## src/pcf_pkg.sv

```systemverilog
/*
 Package for the bridge command filter: PCI command codes, structs
 carried between the address-phase decoder and its users, buffer sizes.
 Assumes a single 100 MHz clock domain per instance.
*/
`default_nettype none
package pcf_pkg;
   localparam logic [3:0] CMD_INT_ACK = 4'h0;
   localparam logic [3:0] CMD_SPECIAL = 4'h1;
   localparam logic [3:0] CMD_IO_RD = 4'h2;
   localparam logic [3:0] CMD_IO_WR = 4'h3;
   localparam logic [3:0] CMD_RSV4 = 4'h4;
   localparam logic [3:0] CMD_RSV5 = 4'h5;
   localparam logic [3:0] CMD_MEM_RD = 4'h6;
   localparam logic [3:0] CMD_MEM_WR = 4'h7;
   localparam logic [3:0] CMD_RSV8 = 4'h8;
   localparam logic [3:0] CMD_RSV9 = 4'h9;
   localparam logic [3:0] CMD_CFG_RD = 4'ha;
   localparam logic [3:0] CMD_CFG_WR = 4'hb;
   localparam logic [3:0] CMD_MEM_RD_MUL = 4'hc;
   localparam logic [3:0] CMD_DUAL_ADDR = 4'hd;
   localparam logic [3:0] CMD_MEM_RD_LINE = 4'he;
   localparam logic [3:0] CMD_MEM_WR_INV = 4'hf;
   // Buffer sizes in bytes, and buffer counts
   localparam int WR_FIFO_BYTES = 128;
   localparam int RD_FIFO_BYTES = 128;
   localparam int WR_FIFO_COUNT = 2;
   localparam int RD_FIFO_COUNT = 4;
   // Low address bits that mark a linear-increment burst
   localparam logic [1:0] BURST_LINEAR = 2'h0;
   // Config type field sits in the two lowest address bits
   localparam logic [1:0] CFG_TYPE0 = 2'h0;
   localparam logic [1:0] CFG_TYPE1 = 2'h1;

   typedef struct packed {
      logic [31:0] addr;
      logic [3:0] cmd;
   } pcf_addr_phase_t;

   typedef struct packed {
      logic claim;
      logic linear;
      logic [3:0] cmd;
   } pcf_decision_t;
endpackage
`default_nettype wire

```

## src/pcf_filter.sv

```systemverilog
/*
 Command filter for one side of a two-port PCI bridge. Latches the
 address phase, decides whether the bridge may claim it as target and
 whether a given command may be mastered on this bus, and asks for a
 disconnect after the first data transfer of a non-linear burst.
 Assumes bus inputs already sampled on i_clk; window hit from the
 address decoders; one instance per bus, i_is_primary selects the side.
*/
// Notes on behaviour
// - Two 128-byte write FIFOs, one each direction, hold addr, data, cmd, enables.
// - Four more 128-byte FIFOs hold read transaction addr, data, cmd, enables.
// - I/O, memory, read multiple/line, write-invalidate, dual address: master and target.
// - Config read mastered secondary, claimed primary; config write per-side type limits.
// - Reserved commands never mastered and never claimed.
// - Interrupt acknowledge never mastered, ignored as target.
// - Special cycles may be mastered, never claimed as target.
// - No Type 0 config mastered on primary, none claimed on secondary.
// - 32-bit address in one phase: address on AD, command on CBE.
// - Bursts accepted only with address bits 1:0 equal to zero.
// - Nonzero low address bits: disconnect after the first data transfer.
// - Claims only by positive medium decode, never subtractive.
`timescale 1ns/100ps
`default_nettype none
module pcf_filter (
   // Clock and reset
   input wire logic i_clk,
   input wire logic i_rst_n,
   // Bus side selection
   input wire logic i_is_primary,
   // Address phase
   input wire logic i_addr_phase,
   input wire logic [31:0] i_ad,
   input wire logic [3:0] i_cbe_n,
   input wire logic i_window_hit,
   // Data phase
   input wire logic i_frame_n,
   input wire logic i_irdy_n,
   input wire logic i_trdy_n,
   // Master-side query
   input wire logic [3:0] i_mst_cmd,
   input wire logic [1:0] i_mst_cfg_type,
   // Results
   output logic o_claim,
   output logic o_stop_req,
   output logic o_mst_allowed,
   output pcf_pkg::pcf_decision_t o_decision
);
   pcf_pkg::pcf_addr_phase_t ap;
   logic active;
   logic next_claim;
   logic next_mst_ok;

   // Target acceptance of a command on this side
   function automatic logic tgt_ok(input logic [3:0] c, input logic [1:0] t, input logic pri);
      logic ok;
      ok = 1'h0;
      case (c)
         pcf_pkg::CMD_IO_RD, pcf_pkg::CMD_IO_WR, pcf_pkg::CMD_MEM_RD, pcf_pkg::CMD_MEM_WR,
         pcf_pkg::CMD_MEM_RD_MUL, pcf_pkg::CMD_DUAL_ADDR, pcf_pkg::CMD_MEM_RD_LINE,
         pcf_pkg::CMD_MEM_WR_INV: ok = 1'h1;
         pcf_pkg::CMD_CFG_RD: ok = pri;
         pcf_pkg::CMD_CFG_WR: ok = pri || (t == pcf_pkg::CFG_TYPE1);
         default: ok = 1'h0;
      endcase
      return ok;
   endfunction

   // Master permission for a command on this side
   function automatic logic mst_ok(input logic [3:0] c, input logic [1:0] t, input logic pri);
      logic ok;
      ok = 1'h0;
      case (c)
         pcf_pkg::CMD_SPECIAL: ok = 1'h1;
         pcf_pkg::CMD_IO_RD, pcf_pkg::CMD_IO_WR, pcf_pkg::CMD_MEM_RD, pcf_pkg::CMD_MEM_WR,
         pcf_pkg::CMD_MEM_RD_MUL, pcf_pkg::CMD_DUAL_ADDR, pcf_pkg::CMD_MEM_RD_LINE,
         pcf_pkg::CMD_MEM_WR_INV: ok = 1'h1;
         pcf_pkg::CMD_CFG_RD: ok = !pri;
         pcf_pkg::CMD_CFG_WR: ok = !pri || (t == pcf_pkg::CFG_TYPE1);
         default: ok = 1'h0;
      endcase
      return ok;
   endfunction

   always_comb begin
      next_claim = i_window_hit && tgt_ok(~i_cbe_n, i_ad[1:0], i_is_primary);
      next_mst_ok = mst_ok(i_mst_cmd, i_mst_cfg_type, i_is_primary);
   end

   // Address phase latch; cbe is active low on the wire
   always_ff @(posedge i_clk) begin
      if (!i_rst_n) begin
         ap <= '0;
      end else if (i_addr_phase) begin
         ap.addr <= i_ad;
         ap.cmd <= ~i_cbe_n;
      end
   end

   // Claim decision, held for the transaction
   always_ff @(posedge i_clk) begin
      if (!i_rst_n) begin
         o_claim <= 1'h0;
         active <= 1'h0;
      end else if (i_addr_phase) begin
         o_claim <= next_claim;
         active <= 1'h1;
      end else if (i_frame_n && i_irdy_n) begin
         o_claim <= 1'h0;
         active <= 1'h0;
      end
   end

   // Disconnect after first transfer of a non-linear burst
   always_ff @(posedge i_clk) begin
      if (!i_rst_n) begin
         o_stop_req <= 1'h0;
      end else if (i_addr_phase) begin
         o_stop_req <= 1'h0;
      end else if (active && o_claim && ap.addr[1:0] != pcf_pkg::BURST_LINEAR && !i_irdy_n
            && !i_trdy_n) begin
         o_stop_req <= 1'h1;
      end else if (i_frame_n && i_irdy_n) begin
         o_stop_req <= 1'h0;
      end
   end

   always_ff @(posedge i_clk) begin
      if (!i_rst_n) begin
         o_mst_allowed <= 1'h0;
         o_decision <= '0;
      end else begin
         o_mst_allowed <= next_mst_ok;
         o_decision.claim <= o_claim;
         o_decision.linear <= (ap.addr[1:0] == pcf_pkg::BURST_LINEAR);
         o_decision.cmd <= ap.cmd;
      end
   end

   property p_no_rsv_claim;
      @(posedge i_clk) disable iff (!i_rst_n)
      i_addr_phase && (~i_cbe_n == pcf_pkg::CMD_RSV4 || ~i_cbe_n == pcf_pkg::CMD_RSV5 ||
         ~i_cbe_n == pcf_pkg::CMD_RSV8 || ~i_cbe_n == pcf_pkg::CMD_RSV9)
         |=> !o_claim;
   endproperty
   a_no_rsv_claim: assert property (p_no_rsv_claim) else $error("reserved cmd claimed");

   property p_no_ack_claim;
      @(posedge i_clk) disable iff (!i_rst_n)
      i_addr_phase && ~i_cbe_n == pcf_pkg::CMD_INT_ACK |=> !o_claim;
   endproperty
   a_no_ack_claim: assert property (p_no_ack_claim) else $error("int ack claimed");

   property p_no_special_claim;
      @(posedge i_clk) disable iff (!i_rst_n)
      i_addr_phase && ~i_cbe_n == pcf_pkg::CMD_SPECIAL |=> !o_claim;
   endproperty
   a_no_special_claim: assert property (p_no_special_claim) else $error("special claimed");

   property p_type0_sec;
      @(posedge i_clk) disable iff (!i_rst_n)
      i_addr_phase && !i_is_primary && ~i_cbe_n == pcf_pkg::CMD_CFG_WR
         && i_ad[1:0] == pcf_pkg::CFG_TYPE0
         |=> !o_claim;
   endproperty
   a_type0_sec: assert property (p_type0_sec) else $error("type 0 claimed on secondary");

   property p_mem_claim;
      @(posedge i_clk) disable iff (!i_rst_n)
      i_addr_phase && i_window_hit && ~i_cbe_n == pcf_pkg::CMD_MEM_RD |=> o_claim;
   endproperty
   a_mem_claim: assert property (p_mem_claim) else $error("memory read not claimed");

   property p_miss;
      @(posedge i_clk) disable iff (!i_rst_n)
      i_addr_phase && !i_window_hit |=> !o_claim;
   endproperty
   a_miss: assert property (p_miss) else $error("claim without window hit");

   property p_cfgrd_pri;
      @(posedge i_clk) disable iff (!i_rst_n)
      i_is_primary && i_mst_cmd == pcf_pkg::CMD_CFG_RD |=> !o_mst_allowed;
   endproperty
   a_cfgrd_pri: assert property (p_cfgrd_pri) else $error("cfg read mastered on primary");

   property p_stop;
      @(posedge i_clk) disable iff (!i_rst_n)
      !i_addr_phase && active && o_claim && ap.addr[1:0] != pcf_pkg::BURST_LINEAR
         && !i_irdy_n && !i_trdy_n
         |=> o_stop_req;
   endproperty
   a_stop: assert property (p_stop) else $error("no disconnect on non-linear burst");

   property p_linear;
      @(posedge i_clk) disable iff (!i_rst_n)
      i_addr_phase && i_ad[1:0] == pcf_pkg::BURST_LINEAR |=> ##1 o_decision.linear;
   endproperty
   a_linear: assert property (p_linear) else $error("linear mode not flagged");

   property p_cfgrd_sec;
      @(posedge i_clk) disable iff (!i_rst_n)
      i_addr_phase && !i_is_primary && ~i_cbe_n == pcf_pkg::CMD_CFG_RD |=> !o_claim;
   endproperty
   a_cfgrd_sec: assert property (p_cfgrd_sec) else $error("cfg rd claimed on secondary");

   property p_no_rsv_mst;
      @(posedge i_clk) disable iff (!i_rst_n)
      i_mst_cmd == pcf_pkg::CMD_RSV4 || i_mst_cmd == pcf_pkg::CMD_RSV5 ||
         i_mst_cmd == pcf_pkg::CMD_RSV8 || i_mst_cmd == pcf_pkg::CMD_RSV9 |=> !o_mst_allowed;
   endproperty
   a_no_rsv_mst: assert property (p_no_rsv_mst) else $error("reserved cmd mastered");

   property p_no_ack_mst;
      @(posedge i_clk) disable iff (!i_rst_n)
      i_mst_cmd == pcf_pkg::CMD_INT_ACK |=> !o_mst_allowed;
   endproperty
   a_no_ack_mst: assert property (p_no_ack_mst) else $error("int ack mastered");

   property p_special_mst;
      @(posedge i_clk) disable iff (!i_rst_n)
      i_mst_cmd == pcf_pkg::CMD_SPECIAL |=> o_mst_allowed;
   endproperty
   a_special_mst: assert property (p_special_mst) else $error("special cycle refused");

   property p_type0_pri_mst;
      @(posedge i_clk) disable iff (!i_rst_n)
      i_is_primary && i_mst_cmd == pcf_pkg::CMD_CFG_WR && i_mst_cfg_type == pcf_pkg::CFG_TYPE0
         |=> !o_mst_allowed;
   endproperty
   a_type0_pri_mst: assert property (p_type0_pri_mst) else $error("type 0 on primary");

   property p_linear_no_stop;
      @(posedge i_clk) disable iff (!i_rst_n)
      ap.addr[1:0] == pcf_pkg::BURST_LINEAR |=> !o_stop_req;
   endproperty
   a_linear_no_stop: assert property (p_linear_no_stop) else $error("linear burst cut");

   property p_stop_clear;
      @(posedge i_clk) disable iff (!i_rst_n)
      i_addr_phase |=> !o_stop_req;
   endproperty
   a_stop_clear: assert property (p_stop_clear) else $error("stop not cleared");

   property p_claim_hold;
      @(posedge i_clk) disable iff (!i_rst_n)
      active && o_claim && !i_addr_phase && !(i_frame_n && i_irdy_n) |=> o_claim;
   endproperty
   a_claim_hold: assert property (p_claim_hold) else $error("claim dropped");
endmodule
`default_nettype wire

```

## config.mk

```make
export PLATFORM = sky130hd
export DESIGN_NAME = pcf_filter
export DESIGN_NICKNAME = d
export VERILOG_FILES = /design/src/pcf_pkg.sv /design/src/pcf_filter.sv
export SDC_FILE = /design/constraint.sdc
export NUM_CORES = 1
export LEC_CHECK = 0
export CORE_AREA = 5 5 42 44
export DETAILED_ROUTE_END_ITERATION = 6
export DIE_AREA = 0 0 47 49
export DONT_BUFFER_PORTS = 1
export PLACE_DENSITY = 0.67
export SETUP_SLACK_MARGIN = 0.4
export SLEW_MARGIN = 10
export SYNTH_ARGS = -nofsm -noshare
export SYNTH_HDL_FRONTEND = slang
export SYNTH_SLANG_ARGS = --single-unit
export TNS_END_PERCENT = 10
```

## constraint.sdc

```tcl
create_clock -name i_clk -period 0.9 [get_ports i_clk]
set_input_delay 0.045 -clock i_clk [delete_from_list [all_inputs] [get_ports i_clk]]
set_output_delay 0.045 -clock i_clk [all_outputs]
set_load 0.01 [all_outputs]
```

### Word-level counts from Yosys, hierarchy flattened

Cells that the tools add are included.

| storage, ports and cells | value |
|---|---|
| register bits after elaboration | 16 |
| input bits | 50 |
| output and inout port bits | 9 |
| logic and storage cells | 58 |

| operators by class | value |
|---|---|
| eq/ne operators | 23 |
| multiplexer cells | 6 |
| bitwise logic cells | 2 |
| reductions and logical operators | 18 |

Operators with widths:

| operator | count |
|---|---|
| equality test 4 bit (second input constant) | 12 |
| equality test 4 x 2 -> 1 bit (second input constant) | 4 |
| equality test 4 x 3 -> 1 bit (second input constant) | 4 |
| OR reduction 9 bit | 1 |
| OR reduction 8 bit | 1 |
| logical AND 1 bit | 6 |
| one-hot mux 1 bit (3 select lines) | 2 |
| nonzero test 2 bit | 3 |
| equality test 2 x 1 -> 1 bit (second input constant) | 2 |
| equality test 4 x 1 -> 1 bit (second input constant) | 1 |
| 2-to-1 mux 1 bit | 4 |
| inverter 4 bit | 1 |
| zero test 1 bit | 3 |
| zero test 2 bit | 1 |
| logical OR 1 bit | 2 |
| OR reduction 2 bit | 1 |
| inverter 1 bit | 1 |

### Longest topological paths before layout

| depth | value |
|---|---|
| word-level depth | 6 |
| gate-level depth with buffers | 3 |

### Worst setup path before layout

No wires, ideal clock.

| timing path | value |
|---|---|
| kind | register to register |
| start | register o_claim |
| end | register o_stop_req |
| setup time | 0.070 ns |
| arrival | 0.612 ns |
| data required time | 0.830 ns |
| setup slack | 0.218 ns |
| stages on the path, launching flop included | 3 |
| clock period less this slack | 0.682 ns |
| cell sequence | dfxtp_1 > o2111ai_1 > a21oi_1 |

| on the way | value |
|---|---|
| word-level cells in the longest chain between the ends | 5 |

Ends and longest elaborated chain:

| what | line | text |
|---|---|---|
| start, declared | pcf_filter.sv:43 | `output logic o_claim,` |
| start signal, assigned | pcf_filter.sv:105 | `o_claim <= next_claim;` |
| logical AND 1 bit * (3 in a row) | pcf_filter.sv:119 | `end else if (active && o_claim && ap.addr[1:0] != pcf_pkg::BURST_LINEAR && !i_irdy_n` |
| logical AND 1 bit * | pcf_filter.sv:120 | `&& !i_trdy_n) begin` |
| 2-to-1 mux 1 bit / nonzero test 2 bit (equally long branches) | -- |  |
| end signal, assigned | pcf_filter.sv:118 | `o_stop_req <= 1'h0;` |
| end signal, assigned | pcf_filter.sv:121 | `o_stop_req <= 1'h1;` |
| end signal, assigned | pcf_filter.sv:123 | `o_stop_req <= 1'h0;` |
| end, declared | pcf_filter.sv:44 | `output logic o_stop_req,` |

Every way passes the cells marked *; elsewhere a longest branch is shown, timed or not.
A chain may end at the register's enable or synchronous reset.

### Worst setup path in the final report

| timing path | value |
|---|---|
| start | register ap[4] (netlist name) |
| end | register o_stop_req |

| on the way | value |
|---|---|
| word-level cells in the longest chain between the ends | 5 |

Ends and longest elaborated chain:

| what | line | text |
|---|---|---|
| start, declared | pcf_filter.sv:48 | `pcf_pkg::pcf_addr_phase_t ap;` |
| nonzero test 2 bit * | pcf_filter.sv:119 |  |
| logical AND 1 bit * (2 in a row) | pcf_filter.sv:119 |  |
| logical AND 1 bit * | pcf_filter.sv:120 |  |
| 2-to-1 mux 1 bit / nonzero test 2 bit (equally long branches) | -- |  |

Marks and branches as above.

==> insert_results.sql <==
INSERT INTO impl_metrics (metric_group, metric, value, unit) VALUES
('status', 'status', 'complete, but fails checks', ''),
('status', 'violations_in_the_final_reports', 'hold timing', ''),
('synthesis', 'synth.yosys.warnings', '0', ''),
('synthesis', 'ys_top_cells_by_area', 'sky130_fd_sc_hd__dfxtp_1, sky130_fd_sc_hd__o211a_1, sky130_fd_sc_hd__and2_1', ''),
('sta', 'worst_tran_pin_value', '0.2485', 'ns'),
('clock_tree', 'clock_insertion_delay_worst_skew', '0.27', 'ns'),
('sta', 'timing.fmax', '1.427', 'GHz'),
('sta', 'fin_worst_hold_slack', '-0.1069', 'ns'),
('layout', 'area.sequential', '327.8', 'um^2'),
('clock_tree', 'clkSlewWorstSetupHoldPaths', '0.08', 'ns'),
('pwr', 'max-vdd-ir-drop', '0.8758', 'mV'),
('pwr', 'pwr_density_cell', '1870', 'mW/mm^2'),
('synthesis', 'syn_inst', '56', ''),
('synthesis', 'synth_sequential_area_ratio', '0.5401', ''),
('pwr', 'fin_total_pwr', '1.179', 'mW'),
('global_route', 'via_count_of_the_first_global_routing_pass', '402', ''),
('clock_tree', 'root_buffer', 'sky130_fd_sc_hd__clkbuf_4', ''),
('clock_tree', 'post_cts_buffers', '0', ''),
('floorplan', 'fp.dieH', '49', 'um'),
('clock_tree', 'htree_levels', '1', ''),
('floorplan', 'num_io_pins', '59', ''),
('placement', 'place_congestion', '0.6611', ''),
('synthesis', 'synth-async-reset-ratio', '0', ''),
('sta', 'min_period_over_period', '0.7786', ''),
('sta', 'finalSetupTns', '0', 'ns'),
('synthesis', 'synth_top_flop_cell', 'sky130_fd_sc_hd__dfxtp_1', ''),
('min_path', 'worstHoldPathType', 'in2reg', ''),
('detailed_routing', 'detail_route.iter0.violations', '6', ''),
('detailed_routing', 'route.antenna.remaining_nets', '0', ''),
('layout', 'nFillCells', '148', ''),
('worst_setup_path', 'critical_path_required', '1.06', 'ns'),
('placement', 'port_buffers', '0', ''),
('sta', 'final-max-slew-violation-count', '0', ''),
('detailed_routing', 'routed_wirelength', '1.050', 'mm'),
('layout', 'area_growth_syn_to_layout', '6.329', '%'),
('sta', 'finalClockSkew', '0.0002760', 'ns'),
('floorplan', 'core_region_area', '0.001401', 'mm^2'),
('synthesis', 'share_of_yosys_cell_area_claimed_by_the_top_area_cell_type', '0.5401', ''),
('floorplan', 'initial_utilization', '0.4232', ''),
('detailed_routing', 'first_pass_iters', '4', ''),
('layout', 'instances_no_fill', '73', ''),
('placement', 'placed_cells', '70', ''),
('detailed_routing', 'drc_violations_left', '0', ''),
('clock_tree', 'cts_made_buffers', '3', ''),
('run', 'drv_cap', '0', ''),
('clock_tree', 'tritoncts', 'yes', ''),
('worst_setup_path', 'critPathLaunchType', 'register', ''),
('synthesis', 'synth-edff-count', '0', ''),
('worst_setup_path', 'worst_setup_path_end_kind', 'register', ''),
('synthesis', 'synth.largest_area_cell', 'sky130_fd_sc_hd__dfxtp_1', ''),
('layout', 'final_layout_size_suffix_gt1_frac', '0.1579', ''),
('floorplan', 'die-width', '47', 'um'),
('layout', 'area_occupied_by_multi_input_gates', '260.3', 'um^2'),
('synthesis', 'syn_area', '593.1', 'um^2'),
('global_route', 'grt.total_usage', '0.1006', ''),
('synthesis', 'postSynthNetCount', '106', ''),
('detailed_routing', 'detail_route.wl_per_cell', '14.38', 'um'),
('sta', 'final.min_clock_period', '0.7007', 'ns'),
('global_route', 'grt.overflow.total', '0', ''),
('synthesis', 'post_synth_num_cell_types', '20', ''),
('floorplan', 'floorplan.rows', '14', ''),
('layout', 'antenna-diode-count', '0', ''),
('layout', 'final_util', '0.4500', ''),
('global_route', 'grt_pass1_wl', '1.711', 'mm'),
('detailed_routing', 'route.detailed.vias_per_inst', '5.274', ''),
('sta', 'hold_viol_final', '16', ''),
('global_route', 'grt_max_degree', '18', ''),
('clock_tree', 'ctsLongestPathBuffers', '2', ''),
('sta', 'worst_slew_margin_rel', '0.8320', ''),
('synthesis', 'synth.avg_cell_area', '10.59', 'um^2'),
('synthesis', 'netlist_top_cells_count', 'sky130_fd_sc_hd__dfxtp_1, sky130_fd_sc_hd__nand2_1, sky130_fd_sc_hd__and2_1', '');
==> final cells by class <==
| class | instances | share of cell area |
|---|---|---|
| clock buffers | 3 | 0.03571 |
| multi-input cells | 38 | 0.4127 |
| flip-flops and latches | 16 | 0.5198 |
| well taps | 16 | 0.03175 |
==> worst paths after layout <==
kind                                   start  depth (start not counted)            end  slack, ns
worst max-delay path                   ap[4]                          2     o_stop_req       0.20
worst min-delay path            i_addr_phase                          2        o_claim      -0.11
worst max register to register         ap[4]                          2     o_stop_req       0.20
worst min register to register         ap[4]                          1  o_decision[4]       0.44
==> stage by stage <==
stage | setup WS [ns] | hold slack [ns] | area, um^2
global route | 0.1570 | -0.1263 | 630.6
floorplan | 0.2339 | 0.1732 | 594.3
global placement | 0.2035 | 0.1754 | 595.6
finish | 0.1993 | -0.1069 | 630.6
CTS | 0.1905 | -0.1174 | 629.4
detailed placement | 0.1804 | 0.1771 | 595.6
==> metal layers <==
| metal | part of all wire | global-route usage | up-vias |
|---|---|---|---|
| met5 | 0 | 0 | - |
| met4 | 0.0095 | 0.04147 | 0 |
| met3 | 0.12 | 0.05904 | 2 |
| met2 | 0.47 | 0.1561 | 17 |
| met1 | 0.40 | 0.1076 | 165 |
| li1 | - | - | 201 |
==> cell usage in the layout, fill, tap and decap left out, types with 2 or more instances in the layout <==
master and count:
sky130_fd_sc_hd__dfxtp_2 3, sky130_fd_sc_hd__mux2i_1 2, sky130_fd_sc_hd__a21oi_1 3, sky130_fd_sc_hd__nand2_1 7, sky130_fd_sc_hd__and2_1 5, sky130_fd_sc_hd__o21ai_0 2
sky130_fd_sc_hd__nor3b_1 3, sky130_fd_sc_hd__dfxtp_1 12, sky130_fd_sc_hd__clkbuf_4 3, sky130_fd_sc_hd__o211a_1 4, sky130_fd_sc_hd__nor2b_1 3
==> registers in the layout, summed over array words and instances, names as in the netlist <==
register	flops
ap	6
o_stop_req	1
active	1
o_claim	1
o_mst_allowed	1
o_decision	6
==> critical path: stages (launching register included) <==
cell                        delay [ns]
sky130_fd_sc_hd__dfxtp_2          0.34
sky130_fd_sc_hd__o2111ai_2        0.17
sky130_fd_sc_hd__a21oi_1          0.08
==> where the power goes <==
| group | switching, mW | total, mW | internal (mW) |
|---|---|---|---|
| combinational | 0.0194 | 0.0598 | 0.0405 |
| clock | 0.188 | 0.343 | 0.155 |
| sequential | 0.0295 | 0.777 | 0.747 |
| total | 0.237 | 1.18 | 0.942 |
==> cell families after synthesis <==
family | Yosys count | synth area share
multiplexers | 2 | 0.03376
flip-flops | 16 | 0.5401
buffers and inverters | 2 | 0.03165
AND/OR/NAND/NOR | 24 | 0.2490
AO/OA/AOI/OAI | 12 | 0.1456
==> repair_timing <==
action | 4_1_cts | 5_1_grt
endpoints found under the hold margin | 16 | 16
setup endpoints to repair | 24 | 24
resized for setup | 4 | 1
pin swaps | 0 | 0
(Power assumes the default switching activity.)
